`src/verilog/mrs_pkg.sv`:
```
// Purpose: shared constants and carriers for the rtu slave serial port
// Assumes: one 125 MHz clock, setting codes come from same-clock logic
// Notes:
package mrs_pkg;
  localparam int          CLK_PERIOD_NS = 8;              // clock period
  localparam int          CLK_HZ_DEF    = 1_000_000_000 / CLK_PERIOD_NS;
  localparam int          BAUD_TAB [0:4] = '{1200, 2400, 4800, 9600, 19200};
  localparam int          GAP_HALF_BITS = 77;             // 3.5 chars of 11 bits, in half bits
  localparam int          CNT_W         = 23;             // wide enough for gap at 1200
  localparam logic [2:0]  BAUD_CODE_MAX = 3'h4;
  localparam logic [2:0]  BAUD_CODE_RST = 3'h3;
  localparam logic [1:0]  PAR_NONE      = 2'h0;
  localparam logic [1:0]  PAR_ODD       = 2'h1;
  localparam logic [1:0]  PAR_EVEN      = 2'h2;
  localparam logic [1:0]  PAR_RST       = 2'h0;
  localparam logic        STOP_RST      = 1'b0;
  localparam logic [7:0]  NODE_MIN      = 8'h01;
  localparam logic [7:0]  NODE_MAX      = 8'hF7;
  localparam logic [7:0]  NODE_RST      = 8'h01;
  localparam logic [7:0]  FC_READ_IN    = 8'h04;
  localparam logic [7:0]  EXC_MARK      = 8'h80;
  localparam logic [7:0]  EXC_FUNC      = 8'h01;
  localparam logic [7:0]  EXC_ADDR      = 8'h02;
  localparam logic [7:0]  EXC_VALUE     = 8'h03;
  localparam logic [15:0] REG_SHOWN     = 16'h0000;
  localparam logic [15:0] REG_FAULT     = 16'h0007;
  localparam logic [15:0] REG_POINT     = 16'h0008;
  localparam logic [16:0] REG_SPAN      = 17'h0_0009;     // registers 0..8
  localparam logic [3:0]  REQ_LEN       = 4'h8;
  localparam logic [3:0]  MIN_LEN       = 4'h4;
  localparam logic [4:0]  EXC_LEN       = 5'h05;
  localparam logic [4:0]  DATA_IDX      = 5'h03;
  localparam int          FLT_BROKEN    = 0;
  localparam int          FLT_OVER      = 1;
  localparam int          FLT_UNDER     = 2;
  localparam logic [15:0] CRC_INIT      = 16'hFFFF;
  localparam logic [15:0] CRC_POLY      = 16'hA001;

  // link settings as the key menu leaves them
  typedef struct packed {
    logic [2:0] baud_code;
    logic [1:0] parity_code;
    logic       stop_count_code;
    logic [7:0] node_number;
  } mrs_cfg_t;

  // monitor data served to the master
  typedef struct packed {
    logic [15:0] shown_reading;
    logic        probe_broken_flag;
    logic        over_range_flag;
    logic        under_range_flag;
    logic [1:0]  fraction_digits;
  } mrs_mon_t;

  // one byte folded into a crc16, lsb first
  function automatic logic [15:0] crc_byte(input logic [15:0] c, input logic [7:0] b);
    logic [15:0] r;
    r = c ^ {8'h00, b};
    for (int i = 0; i < 8; i++) begin
      r = r[0] ? ((r >> 1) ^ CRC_POLY) : (r >> 1);
    end
    return r;
  endfunction
endpackage

```
`src/verilog/mrs_slave.sv`:
```
// Purpose: rtu slave serial port, frames requests and serves input registers
// Assumes: CLK_HZ gives at least 16 clocks per bit at 19200
// Notes: rs485 half duplex, receiver is deaf while the driver is on
`timescale 1ns/1ps
`default_nettype none
module mrs_slave
  import mrs_pkg::*;
#(
  parameter int CLK_HZ = CLK_HZ_DEF   // lower to shorten bit times in simulation
) (
  input  wire logic     clk,
  input  wire logic     rstn,
  input  wire logic     rx_pin,        // bus receive data, idle high
  input  wire mrs_cfg_t cfg,           // setting codes
  input  wire mrs_mon_t mon,           // live monitor data
  output logic          tx_pin,        // bus transmit data, idle high
  output logic          tx_oe          // bus driver enable, high while driving
);
  typedef logic [CNT_W-1:0] mrs_cnt_t;

  // per-code bit and gap times in clocks
  localparam mrs_cnt_t BITC [0:4] = '{
    mrs_cnt_t'(CLK_HZ / BAUD_TAB[0]), mrs_cnt_t'(CLK_HZ / BAUD_TAB[1]),
    mrs_cnt_t'(CLK_HZ / BAUD_TAB[2]), mrs_cnt_t'(CLK_HZ / BAUD_TAB[3]),
    mrs_cnt_t'(CLK_HZ / BAUD_TAB[4])};
  localparam mrs_cnt_t GAPC [0:4] = '{
    mrs_cnt_t'((GAP_HALF_BITS * (CLK_HZ / BAUD_TAB[0]) + 1) / 2),
    mrs_cnt_t'((GAP_HALF_BITS * (CLK_HZ / BAUD_TAB[1]) + 1) / 2),
    mrs_cnt_t'((GAP_HALF_BITS * (CLK_HZ / BAUD_TAB[2]) + 1) / 2),
    mrs_cnt_t'((GAP_HALF_BITS * (CLK_HZ / BAUD_TAB[3]) + 1) / 2),
    mrs_cnt_t'((GAP_HALF_BITS * (CLK_HZ / BAUD_TAB[4]) + 1) / 2)};

  typedef enum logic [2:0] {
    RX_IDLE  = 3'b000,
    RX_START = 3'b001,
    RX_DATA  = 3'b010,
    RX_PAR   = 3'b011,
    RX_STOP  = 3'b100
  } mrs_rx_t;

  typedef enum logic [2:0] {
    TX_IDLE  = 3'b000,
    TX_LOAD  = 3'b001,
    TX_START = 3'b010,
    TX_DATA  = 3'b011,
    TX_PAR   = 3'b100,
    TX_STOP1 = 3'b101,
    TX_STOP2 = 3'b110
  } mrs_tx_t;

  // word seen by the master at each register number
  function automatic logic [15:0] reg_word(input logic [15:0] n, input mrs_mon_t m);
    logic [15:0] w;
    w = 16'h0000;                                         // holes in the map read zero
    unique case (n)
      REG_SHOWN: w = m.shown_reading;
      REG_FAULT: w = {13'h0000, m.under_range_flag, m.over_range_flag,
                      m.probe_broken_flag};
      REG_POINT: w = {14'h0000, m.fraction_digits};
      default:   w = 16'h0000;
    endcase
    return w;
  endfunction

  logic [2:0]  rx_sync_r;      // pin synchroniser chain
  logic        rx_f_r;         // filtered line level
  logic [2:0]  baud_r;         // accepted baud code
  logic [1:0]  par_r;          // accepted parity code
  logic        stop_r;         // accepted stop code
  logic [7:0]  node_r;         // accepted node number
  mrs_rx_t     rx_st;
  mrs_cnt_t    rx_cnt_r;
  logic [2:0]  rx_bit_r;
  logic [7:0]  rx_sh_r;
  logic        rx_perr_r;      // parity error of current char
  logic        rx_done_r;      // one char finished, pulse
  logic        rx_bad_r;       // that char had parity or framing error
  mrs_cnt_t    gap_cnt_r;      // quiet line time
  logic [3:0]  frm_len_r;      // bytes in frame, saturates
  logic        frm_bad_r;      // any char of frame broken
  logic [15:0] crc_r;          // running crc of frame
  logic [7:0]  buf_r [0:7];    // first eight request bytes
  mrs_tx_t     tx_st;
  mrs_cnt_t    tx_cnt_r;
  logic [2:0]  tx_bit_r;
  logic [7:0]  tx_sh_r;
  logic        tx_par_r;
  logic [4:0]  tx_idx_r;       // byte index in reply
  logic [15:0] tx_crc_r;
  logic [7:0]  lo_hold_r;      // low byte caught with its high byte
  logic        rsp_exc_r;
  logic [7:0]  rsp_code_r;
  logic [7:0]  rsp_fc_r;
  logic [15:0] rsp_start_r;
  logic [7:0]  rsp_nbyte_r;
  logic [4:0]  rsp_len_r;
  logic        tx_r;
  logic        tx_en_r;

  // settings and timing selects
  wire logic     link_idle = (rx_st == RX_IDLE) && (tx_st == TX_IDLE);
  wire mrs_cnt_t bit_cyc   = BITC[baud_r];
  wire mrs_cnt_t gap_cyc   = GAPC[baud_r];
  wire logic     rx_zero   = (rx_cnt_r == '0);
  wire logic     tx_zero   = (tx_cnt_r == '0);

  // request decode at the frame boundary
  wire logic        frm_end  = (frm_len_r != 4'h0) && (gap_cnt_r == gap_cyc);
  wire logic [7:0]  f_addr   = buf_r[0];
  wire logic [7:0]  f_fc     = buf_r[1];
  wire logic [15:0] f_start  = {buf_r[2], buf_r[3]};
  wire logic [15:0] f_cnt    = {buf_r[4], buf_r[5]};
  wire logic        crc_ok   = (crc_r == 16'h0000);
  wire logic        fc_ok    = (f_fc == FC_READ_IN);
  wire logic        cnt_bad  = (f_cnt == 16'h0000) || ({1'b0, f_cnt} > REG_SPAN);
  wire logic        rng_bad  = (({1'b0, f_start} + {1'b0, f_cnt}) > REG_SPAN);
  wire logic        accept   = frm_end && !frm_bad_r && crc_ok
                               && (frm_len_r >= MIN_LEN) && (f_addr == node_r);
  wire logic        reply_go = accept && (!fc_ok || (frm_len_r == REQ_LEN));
  wire logic        exc      = !fc_ok || cnt_bad || rng_bad;
  wire logic [7:0]  exc_code = !fc_ok ? EXC_FUNC : (cnt_bad ? EXC_VALUE : EXC_ADDR);

  // reply byte selection
  wire logic [4:0]  dofs    = tx_idx_r - DATA_IDX;
  wire logic [15:0] reg_no  = rsp_start_r + {12'h000, dofs[4:1]};
  wire logic [15:0] word    = reg_word(reg_no, mon);
  wire logic [7:0]  tx_byte =
    (tx_idx_r == 5'h00) ? node_r :
    (tx_idx_r == 5'h01) ? (rsp_exc_r ? (rsp_fc_r | EXC_MARK) : rsp_fc_r) :
    (tx_idx_r == 5'h02) ? (rsp_exc_r ? rsp_code_r : rsp_nbyte_r) :
    (tx_idx_r == rsp_len_r - 5'h02) ? tx_crc_r[7:0] :
    (tx_idx_r == rsp_len_r - 5'h01) ? tx_crc_r[15:8] :
    (dofs[0] ? lo_hold_r : word[15:8]);
  wire logic        crc_fold = (tx_idx_r < rsp_len_r - 5'h02);

  // three-stage pin sync, level taken once stages two and three agree
  always_ff @(posedge clk or negedge rstn) begin
    if (!rstn) begin
      rx_sync_r <= 3'h7;
      rx_f_r    <= 1'b1;
    end else begin
      rx_sync_r <= {rx_sync_r[1:0], rx_pin};
      if (rx_sync_r[1] == rx_sync_r[2]) begin
        rx_f_r <= rx_sync_r[2];
      end
    end
  end

  // settings change only while receiver and transmitter are both idle, so also between chars; illegal codes keep the old value
  always_ff @(posedge clk or negedge rstn) begin
    if (!rstn) begin
      baud_r <= BAUD_CODE_RST;
      par_r  <= PAR_RST;
      stop_r <= STOP_RST;
      node_r <= NODE_RST;
    end else if (link_idle) begin
      if (cfg.baud_code <= BAUD_CODE_MAX) baud_r <= cfg.baud_code;
      if (cfg.parity_code != 2'h3) par_r <= cfg.parity_code;
      stop_r <= cfg.stop_count_code;
      if (cfg.node_number >= NODE_MIN && cfg.node_number <= NODE_MAX) begin
        node_r <= cfg.node_number;
      end
    end
  end

  // char receiver, samples mid bit
  always_ff @(posedge clk or negedge rstn) begin
    if (!rstn) begin
      rx_st     <= RX_IDLE;
      rx_cnt_r  <= '0;
      rx_bit_r  <= 3'h0;
      rx_sh_r   <= 8'h00;
      rx_perr_r <= 1'b0;
      rx_done_r <= 1'b0;
      rx_bad_r  <= 1'b0;
    end else begin
      rx_done_r <= 1'b0;
      if (!rx_zero) rx_cnt_r <= rx_cnt_r - 1'b1;
      unique case (rx_st)
        RX_IDLE: if (!rx_f_r) begin
          rx_st     <= RX_START;
          rx_cnt_r  <= bit_cyc >> 1;
          rx_perr_r <= 1'b0;
        end
        RX_START: if (rx_zero) begin
          // a start that is gone at mid bit was a glitch
          rx_st    <= rx_f_r ? RX_IDLE : RX_DATA;
          rx_cnt_r <= bit_cyc - 1'b1;   // zero is a count too, so reload one short
          rx_bit_r <= 3'h0;
        end
        RX_DATA: if (rx_zero) begin
          rx_sh_r  <= {rx_f_r, rx_sh_r[7:1]};
          rx_bit_r <= rx_bit_r + 1'b1;
          rx_cnt_r <= bit_cyc - 1'b1;   // a full bit would drift late each bit
          if (rx_bit_r == 3'h7) rx_st <= (par_r == PAR_NONE) ? RX_STOP : RX_PAR;
        end
        RX_PAR: if (rx_zero) begin
          rx_perr_r <= (^rx_sh_r) ^ rx_f_r ^ (par_r == PAR_ODD);
          rx_cnt_r  <= bit_cyc - 1'b1;
          rx_st     <= RX_STOP;
        end
        RX_STOP: if (rx_zero) begin
          rx_done_r <= 1'b1;
          rx_bad_r  <= rx_perr_r || !rx_f_r;
          rx_st     <= RX_IDLE;
        end
      endcase
    end
  end

  // frame collector, quiet-line timer and crc check
  always_ff @(posedge clk or negedge rstn) begin
    if (!rstn) begin
      gap_cnt_r <= '0;
      frm_len_r <= 4'h0;
      frm_bad_r <= 1'b0;
      crc_r     <= CRC_INIT;
      for (int i = 0; i < 8; i++) buf_r[i] <= 8'h00;
    end else begin
      if (rx_st != RX_IDLE || !rx_f_r) gap_cnt_r <= '0;
      else if (gap_cnt_r != gap_cyc) gap_cnt_r <= gap_cnt_r + 1'b1;
      if (frm_end) begin
        frm_len_r <= 4'h0;
        frm_bad_r <= 1'b0;
      end else if (rx_done_r && tx_st == TX_IDLE) begin
        // own echo while driving is not a request
        if (frm_len_r != 4'hF) frm_len_r <= frm_len_r + 1'b1;
        if (frm_len_r < REQ_LEN) buf_r[frm_len_r[2:0]] <= rx_sh_r;
        frm_bad_r <= frm_bad_r || rx_bad_r;
        crc_r <= crc_byte((frm_len_r == 4'h0) ? CRC_INIT : crc_r, rx_sh_r);
      end
    end
  end

  // reply transmitter
  always_ff @(posedge clk or negedge rstn) begin
    if (!rstn) begin
      tx_st       <= TX_IDLE;
      tx_cnt_r    <= '0;
      tx_bit_r    <= 3'h0;
      tx_sh_r     <= 8'h00;
      tx_par_r    <= 1'b0;
      tx_idx_r    <= 5'h00;
      tx_crc_r    <= CRC_INIT;
      lo_hold_r   <= 8'h00;
      rsp_exc_r   <= 1'b0;
      rsp_code_r  <= 8'h00;
      rsp_fc_r    <= 8'h00;
      rsp_start_r <= 16'h0000;
      rsp_nbyte_r <= 8'h00;
      rsp_len_r   <= EXC_LEN;
      tx_r        <= 1'b1;
      tx_en_r     <= 1'b0;
    end else begin
      if (!tx_zero) tx_cnt_r <= tx_cnt_r - 1'b1;
      unique case (tx_st)
        TX_IDLE: if (reply_go) begin
          rsp_exc_r   <= exc;
          rsp_code_r  <= exc_code;
          rsp_fc_r    <= f_fc;
          rsp_start_r <= f_start;
          rsp_nbyte_r <= {f_cnt[6:0], 1'b0};
          rsp_len_r   <= exc ? EXC_LEN : (EXC_LEN + {f_cnt[3:0], 1'b0});
          tx_idx_r    <= 5'h00;
          tx_st       <= TX_LOAD;
        end
        TX_LOAD: begin
          tx_sh_r  <= tx_byte;
          tx_par_r <= (^tx_byte) ^ (par_r == PAR_ODD);
          // low byte held so a word never tears between its two bytes
          if (!dofs[0]) lo_hold_r <= word[7:0];
          if (crc_fold) tx_crc_r <= crc_byte((tx_idx_r == 5'h00) ? CRC_INIT : tx_crc_r, tx_byte);
          tx_r     <= 1'b0;
          tx_en_r  <= 1'b1;
          tx_cnt_r <= bit_cyc - 1'b1;
          tx_st    <= TX_START;
        end
        TX_START: if (tx_zero) begin
          tx_r     <= tx_sh_r[0];
          tx_sh_r  <= tx_sh_r >> 1;
          tx_bit_r <= 3'h0;
          tx_cnt_r <= bit_cyc - 1'b1;
          tx_st    <= TX_DATA;
        end
        TX_DATA: if (tx_zero) begin
          tx_cnt_r <= bit_cyc - 1'b1;
          if (tx_bit_r == 3'h7) begin
            tx_r  <= (par_r == PAR_NONE) ? 1'b1 : tx_par_r;
            tx_st <= (par_r == PAR_NONE) ? TX_STOP1 : TX_PAR;
          end else begin
            tx_r     <= tx_sh_r[0];
            tx_sh_r  <= tx_sh_r >> 1;
            tx_bit_r <= tx_bit_r + 1'b1;
          end
        end
        TX_PAR: if (tx_zero) begin
          tx_r     <= 1'b1;
          tx_cnt_r <= bit_cyc - 1'b1;
          tx_st    <= TX_STOP1;
        end
        TX_STOP1, TX_STOP2: if (tx_zero) begin
          tx_cnt_r <= bit_cyc - 1'b1;
          if (tx_st == TX_STOP1 && stop_r) tx_st <= TX_STOP2;
          else if (tx_idx_r == rsp_len_r - 5'h01) begin
            tx_en_r <= 1'b0;
            tx_st   <= TX_IDLE;
          end else begin
            tx_idx_r <= tx_idx_r + 1'b1;
            tx_st    <= TX_LOAD;
          end
        end
        default: tx_st <= TX_IDLE;
      endcase
    end
  end

  assign tx_pin = tx_r;
  assign tx_oe  = tx_en_r;

  chk_baud_legal: assert property (@(posedge clk) disable iff (!rstn)
    baud_r <= BAUD_CODE_MAX) else $error("baud code out of range");
  chk_par_legal: assert property (@(posedge clk) disable iff (!rstn)
    par_r != 2'h3) else $error("parity code illegal");
  chk_node_legal: assert property (@(posedge clk) disable iff (!rstn)
    node_r >= NODE_MIN && node_r <= NODE_MAX) else $error("node number illegal");
  chk_idle_mark: assert property (@(posedge clk) disable iff (!rstn)
    !tx_en_r |-> tx_r) else $error("line not marking while idle");
  chk_start_bit: assert property (@(posedge clk) disable iff (!rstn)
    $rose(tx_en_r) |-> !tx_r [*8]) else $error("start bit missing or short");
  chk_two_stops: assert property (@(posedge clk) disable iff (!rstn)
    $rose(tx_st == TX_STOP2) |-> stop_r && tx_r) else $error("second stop unasked");
  chk_crc_drop: assert property (@(posedge clk) disable iff (!rstn)
    (frm_end && !crc_ok && tx_st == TX_IDLE) |=> tx_st == TX_IDLE) else $error("bad crc answered");
  chk_fc_only: assert property (@(posedge clk) disable iff (!rstn)
    (tx_st == TX_IDLE && reply_go && !fc_ok) |=> rsp_exc_r) else $error("function not refused");
  chk_reply_addr: assert property (@(posedge clk) disable iff (!rstn)
    $rose(tx_en_r) |-> buf_r[0] == node_r) else $error("reply to foreign node");
endmodule
`default_nettype wire

```
`config.mk`:
```
export PLATFORM = sky130hd
export DESIGN_NAME = mrs_slave
export DESIGN_NICKNAME = d
export VERILOG_FILES = /design/src/verilog/mrs_pkg.sv /design/src/verilog/mrs_slave.sv
export SDC_FILE = /design/constraint.sdc
export NUM_CORES = 1
export LEC_CHECK = 0
export BUFFER_PORTS_ARGS = -buffer_cell sky130_fd_sc_hd__buf_4
export CAP_MARGIN = 40
export CORE_MARGIN = 2
export CORE_UTILIZATION = 50
export CTS_BUF_LIST = sky130_fd_sc_hd__clkbuf_4 sky130_fd_sc_hd__clkbuf_8
export DETAILED_ROUTE_END_ITERATION = 8
export GPL_ROUTABILITY_DRIVEN = 0
export PLACE_DENSITY = 0.66
export SYNTH_ARGS = -nofsm -noshare
export SYNTH_HDL_FRONTEND = slang
export SYNTH_SLANG_ARGS = --single-unit
```
`constraint.sdc`:
```
create_clock -name clk -period 12.35 [get_ports clk]
set_clock_uncertainty 0.05 [all_clocks]
set_input_delay 2.47 -clock clk [delete_from_list [all_inputs] [get_ports clk]]
set_output_delay 2.47 -clock clk [all_outputs]
set_load 0.01 [all_outputs]
```
# Yosys cells after proc, flatten, opt, wreduce, memory -nomap -nowiden
# Memories as Yosys holds them, arrays and structs flattened.
# Cells that the tools add are included.
# op_classes
muxes	100
reduce_logical	68
addsub	14
eq_ne	43
order_cmp	11
n_bitwise	25
# ops
operator	n
$mux 16	18
$mux 23	11
$mux 8	12
$pmux 23 s2	2
$sub 23x1->23 const B	3
$bwmux 64	1
$mux 3	18
$logic_not 16->1	3
$not 2->3	16
$pmux 16 s3	1
$logic_not 23->1	2
$ne 2x2->1 const B	17
$xor 16x8->16	2
$mux 5	5
$demux 8 s3	1
$pmux 8 s3	1
$add 23x1->23 const B	1
$eq 23x23->1	1
$ne 23x23->1	1
$reduce_and 2->1	10
$eq 3x3->1 const B	6
$pmux 3 s6	1
$add 16x16->17	1
$gt 17x4->1 const B	1
other kinds (58)	126
# totals
n_memories	2
output_inout_bits	2
register_bits	280
romBits	368
# memory_table
memory	words	width	rd	rd_clocked_by_memory_dff	wr	line_no	rtl
(no name shown)	8	23	1	0	0	mrs_slave.sv:103	wire mrs_cnt_t gap_cyc = GAPC[baud_r];
(no name shown)	8	23	1	0	0	mrs_slave.sv:102	wire mrs_cnt_t bit_cyc = BITC[baud_r];

# Longest topological paths before layout
# depth
ltp_word	27
mapped_depth	18
depth_no_buf	16

# Worst setup path before layout
# No wires, ideal clock.
# synth_path
kind	reg-to-reg
from	register tx_idx_r[0]
to	register tx_crc_r[0]
path_slack_ns	7.757
t_arrival_ns	4.459
required_ns	12.216
path_stages_with_launch	18
path_buffers	2
cell_sequence	dfrtp_1 -> clkbuf_1 -> inv_1 -> ha_1 -> ha_1 -> inv_1 -> fa_1 -> nand2b_1 -> a211oi_1 -> mux2i_1 -> a2111oi_4 -> o211ai_4 -> nor3_1 -> o211a_1 -> clkbuf_1 -> xor3_1 -> or3b_1 -> o2111ai_1
# synth_between
elab_chain_len	20
word_cells_on_any_way	37
classes_between	add/sub: 2; order compare: 1; eq/ne: 6; mux: 16; bitwise: 9; reduce/logical: 3
# synth_rtl
item	line_no	rtl
start: declaration	mrs_slave.sv:88	logic [4:0] tx_idx_r;
start signal: assignment	mrs_slave.sv:308	tx_idx_r <= tx_idx_r + 1'b1;
$sub 5x2->5	mrs_slave.sv:124	wire logic [4:0] dofs = tx_idx_r - DATA_IDX;
$add 16x4->16	mrs_slave.sv:125	wire logic [15:0] reg_no = rsp_start_r + {12'h000, dofs[4:1]};
$eq 16x4->1 (tied with other cells)	mrs_slave.sv:55	unique case (n)
$pmux 16 s3	mrs_slave.sv:55	
$mux 8	mrs_slave.sv:133	(dofs[0] ? lo_hold_r : word[15:8]);
$mux 8	mrs_slave.sv:132	(tx_idx_r == rsp_len_r - 5'h01) ? tx_crc_r[15:8] :
$mux 8	mrs_slave.sv:131	(tx_idx_r == rsp_len_r - 5'h02) ? tx_crc_r[7:0] :
$mux 8	mrs_slave.sv:130	(tx_idx_r == 5'h02) ? (rsp_exc_r ? rsp_code_r : rsp_nbyte_r) :
$mux 8	mrs_slave.sv:129	(tx_idx_r == 5'h01) ? (rsp_exc_r ? (rsp_fc_r | EXC_MARK) : rsp_fc_r) :
$mux 8	mrs_slave.sv:128	(tx_idx_r == 5'h00) ? node_r :
$xor 16x8->16	mrs_pkg.sv:59	r = c ^ {8'h00, b};
$mux 16 / $not 2->3 (equally long branches) (6 in series)	-	
$not 2->3 (no line) / $mux 16 (equally long branches)	-	
$mux 16 (2 in series)	mrs_pkg.sv:61	r = r[0] ? ((r >> 1) ^ CRC_POLY) : (r >> 1);
end signal: assignment	mrs_slave.sv:272	if (crc_fold) tx_crc_r <= crc_byte((tx_idx_r == 5'h00) ? CRC_INIT : tx_crc_r, tx_byte);
end: declaration	mrs_slave.sv:89	logic [15:0] tx_crc_r;
# Several ways; a longest one is shown, not always the timed one.
# A chain may end at the register's enable or synchronous reset.

# Worst setup path after layout
# layout_path
from	register tx_idx_r[0]
to	register tx_crc_r[15]
# Same word-level chain as after synthesis.

==> results.rst <==
.. list-table::
   :header-rows: 1

   * - Metric
     - Value
   * - CP required
     - 12,820 ps
   * - Post-route cell area
     - 17,200 sq um
   * - Global route total overflow
     - 0
   * - Fin crit share
     - 0.430
   * - Average detailed-routed wire length per instance
     - 18.5 microns
   * - Cell at the slowest stage of the critical path
     - sky130_fd_sc_hd__dfrtp_1
   * - Total Die Area
     - 32,400 sq um
   * - Share of Yosys cell area claimed by the top area cell type
     - 0.349
   * - Clock sinks
     - 257
   * - Post-synth net total
     - 1,757
   * - Number of antenna repair diodes
     - 0
   * - Total of max-cap violations
     - 0
   * - Maximum resistive drop on vdd
     - 139 uV
   * - List of most frequent post-synthesis cells
     - sky130_fd_sc_hd__dfrtp_1, sky130_fd_sc_hd__nor2_1, sky130_fd_sc_hd__nand2_1, sky130_fd_sc_hd__o21ai_0, sky130_fd_sc_hd__mux2_2
   * - Share of cells above drive strength 1
     - 0.178
   * - Area post-placement
     - 16,100 sq um
   * - Fin. max-slew vios
     - 0
   * - Per-cell via count in the routed design
     - 5.89
   * - Layout fillers
     - 2,688
   * - Leakage
     - 7.73 nW
   * - DRC violation count after routing
     - 0
   * - Worst hold slack
     - 306 ps
   * - Final number of hold-violating endpoints
     - 0
   * - Number of detailed-route iterations in the first pass
     - 5
   * - Cell chain of the critical path
     - inv_1 -> ha_1 -> ha_1 -> inv_1 -> fa_1 -> nand2b_1 -> a211oi_1 -> mux2i_1 -> a2111oi_4 -> o2111ai_1 -> mux2i_1 -> o21ai_0 -> xnor2_1 -> xnor3_1 -> xnor2_1 -> mux2_2
   * - Leading area contributor after synthesis
     - sky130_fd_sc_hd__dfrtp_1
   * - Max FO, Critical Path
     - 19
   * - Initial antenna violation count
     - 0
   * - Post-route minimum period
     - 5310 ps
   * - Latest clock arrival within the worst-skew pair
     - 600 ps
   * - Top area cells in the synthesized netlist
     - sky130_fd_sc_hd__dfrtp_1, sky130_fd_sc_hd__dfstp_2, sky130_fd_sc_hd__mux2_2, sky130_fd_sc_hd__xnor2_1, sky130_fd_sc_hd__nor2_1
   * - Gate Count Post-Synth
     - 1,672
   * - Min-delay worst type
     - flop to flop
   * - Share of synthesized area occupied by flip-flops and latches
     - 0.419
   * - Number of nets in the final layout
     - 1,774
   * - Most frequent cell after synthesis
     - sky130_fd_sc_hd__dfrtp_1
   * - Max_slew headroom
     - 0.365
   * - Yosys warning count
     - 0
   * - Highest achievable clock rate
     - 188 MHz
   * - Syn avg cell area
     - 9.26 sq um
   * - Result of the run
     - finished clean
   * - Total number of H-tree levels
     - 2
   * - Width of the die
     - 180 microns
   * - Distinct cell type count of the synthesized netlist
     - 90
   * - Sum of net half-perimeters after detailed placement
     - 28,100 microns
   * - Setup repair after global routing missed its margin
     - no
   * - Least-Margin Pin Slew
     - 941 ps
   * - Initial cell density of the core
     - 0.508
   * - Total length of routed wires
     - 39,300 microns
   * - Ports
     - 40
   * - Placement Rows
     - 64
   * - Biggest cell delay along the critical path
     - 680 ps
   * - Clock tree buffer depth
     - 3
   * - CP Data Arrival Time
     - 5780 ps
   * - Clock tree from TritonCTS
     - yes
   * - Post-CTS setup buffers
     - 0
   * - Number of global-route vias before repair
     - 12,201
   * - Startpoint-to-endpoint class of the critical path
     - flop to flop
   * - Count of flip-flops with a built-in enable after synthesis
     - 0
   * - Pre-CTS worst setup slack
     - 7060 ps
   * - Cell Pwr Density
     - 148 nW/um^2
   * - Largest net degree at the start of global routing
     - 111
   * - Fraction of synthesis flops using an asynchronous set or reset pin
     - 1.00
   * - IO Port Bufs
     - 39
   * - Overall global routing resource usage
     - 0.245
   * - Number of flip-flops and latches in the synthesized netlist
     - 257
   * - Count of hold-fix buffers inserted at cts
     - 0
   * - Height of the chip
     - 180 microns
   * - Prevailing post-synth register cell
     - sky130_fd_sc_hd__dfrtp_1
   * - Residual antenna-violating net count after detailed routing
     - 0
   * - Num CTS Buffers
     - 46
   * - CTS clock-pin slew for the worst setup and hold paths
     - 60 ps
   * - Total Neg Setup Slack
     - 0 ps
   * - Synthesis-to-layout area growth
     - 10.8%
   * - Post-route core utilization
     - 0.563
   * - Vias after detailed routing
     - 12,497
   * - Buffer cell driving the clock tree root
     - sky130_fd_sc_hd__clkbuf_8
   * - Final critical-path setup slack
     - 7040 ps
   * - Wire length of the first global-routing pass
     - 64,800 microns
   * - Startpoint types
     - flop
   * - Core region area
     - 30,500 sq um
   * - Post-CTS Resized
     - 0
   * - Endpoint class of the critical path
     - flop
   * - Total standard cell area after synthesis
     - 15,500 sq um
   * - Final setup violating endpoints
     - 0
   * - Initial DRC count
     - 1,115
[logic make-up (layout without fill, tap and decap cells)]
logic type / after synthesis / count (layout) / share of synthesized area
flip-flops: 257 / 257 / 0.419
multiplexers: 112 / 112 / 0.0801
buffers and inverters: 141 / 196 / 0.0352
AND/OR/NAND/NOR: 614 / 614 / 0.192
AO/OA/AOI/OAI: 355 / 355 / 0.147
XOR/XNOR: 145 / 145 / 0.0875
adder cells (fa/ha/maj): 48 / 48 / 0.0396
[worst max-delay path: cells and delay by family, from the launching register on]
kind,cells,cell delay [ps]
adder cells (fa/ha/maj),3,960
multiplexers,3,630
buffers and inverters,2,270
AO/OA/AOI/OAI,4,1360
flip-flops,1,680
AND/OR/NAND/NOR,1,200
XOR/XNOR,3,1100
[area by class of cell]
type	instances	area, sq um	area share
multi-input combinational	1274	8460	0.493
sequential	257	6480	0.378
clock buffer	77	953	0.0556
timing repair buffer	58	500	0.0292
tap	396	495	0.0289
inverter	52	195	0.0114
clock inverter	9	78.8	0.00459
[layout by cell type, fill, tap and decap left out, drive strengths merged, types with 55 or more instances in the layout]
cell type,count
nor2,189
nand2,166
dfrtp,216
buf,56
xor2,55
a21oi,90
clkbuf,77
o21ai,106
mux2,95
xnor2,85
[sequential cells by signal, summed over array words and instances (netlist names), 16 cells and up]
register	count
buf_r	32
gap_cnt_r	23
rx_cnt_r	23
tx_cnt_r	23
crc_r	16
rsp_start_r	16
tx_crc_r	16
[stage by stage]
stage | cells | power, W
2_1_floorplan | 1672 | 0.00148
5_1_grt | 2123 | 0.00269
3_5_place_dp | 2037 | 0.00167
3_3_place_gp | 2028 | 0.00166
6_report | 2123 | 0.00255
4_1_cts | 2123 | 0.00256
[worst paths after layout]
check / startpoint / end / slack, ps / cells past startpoint
max: tx_idx_r[0] / tx_crc_r[15] / 7040 / 16
min: rx_sync_r[0] / rx_sync_r[1] / 310 / 0
max reg2reg: tx_idx_r[0] / tx_crc_r[15] / 7040 / 16
min reg2reg: rx_sync_r[0] / rx_sync_r[1] / 310 / 0
max in group asynchronous: rstn / tx_pin / 8450 / 5
min in group asynchronous: rstn / rsp_start_r[13] / 1880 / 1
[per-layer routing]
layer  routed length, microns  vias up  GRT usage
met2                    17600      355      0.385
met5                        0        -          0
met1                    18000     6056      0.337
met4                     1530        0      0.101
li1                         -     5994          -
met3                     2100       92     0.0401
[power breakdown]
group	switching [W]	internal (W)	leakage, nW
clock network	0.000373	0.000509	0.548
logic	0.000375	0.000290	3.85
registers	0.0000991	0.000902	3.33
(Power assumes the default switching activity.)
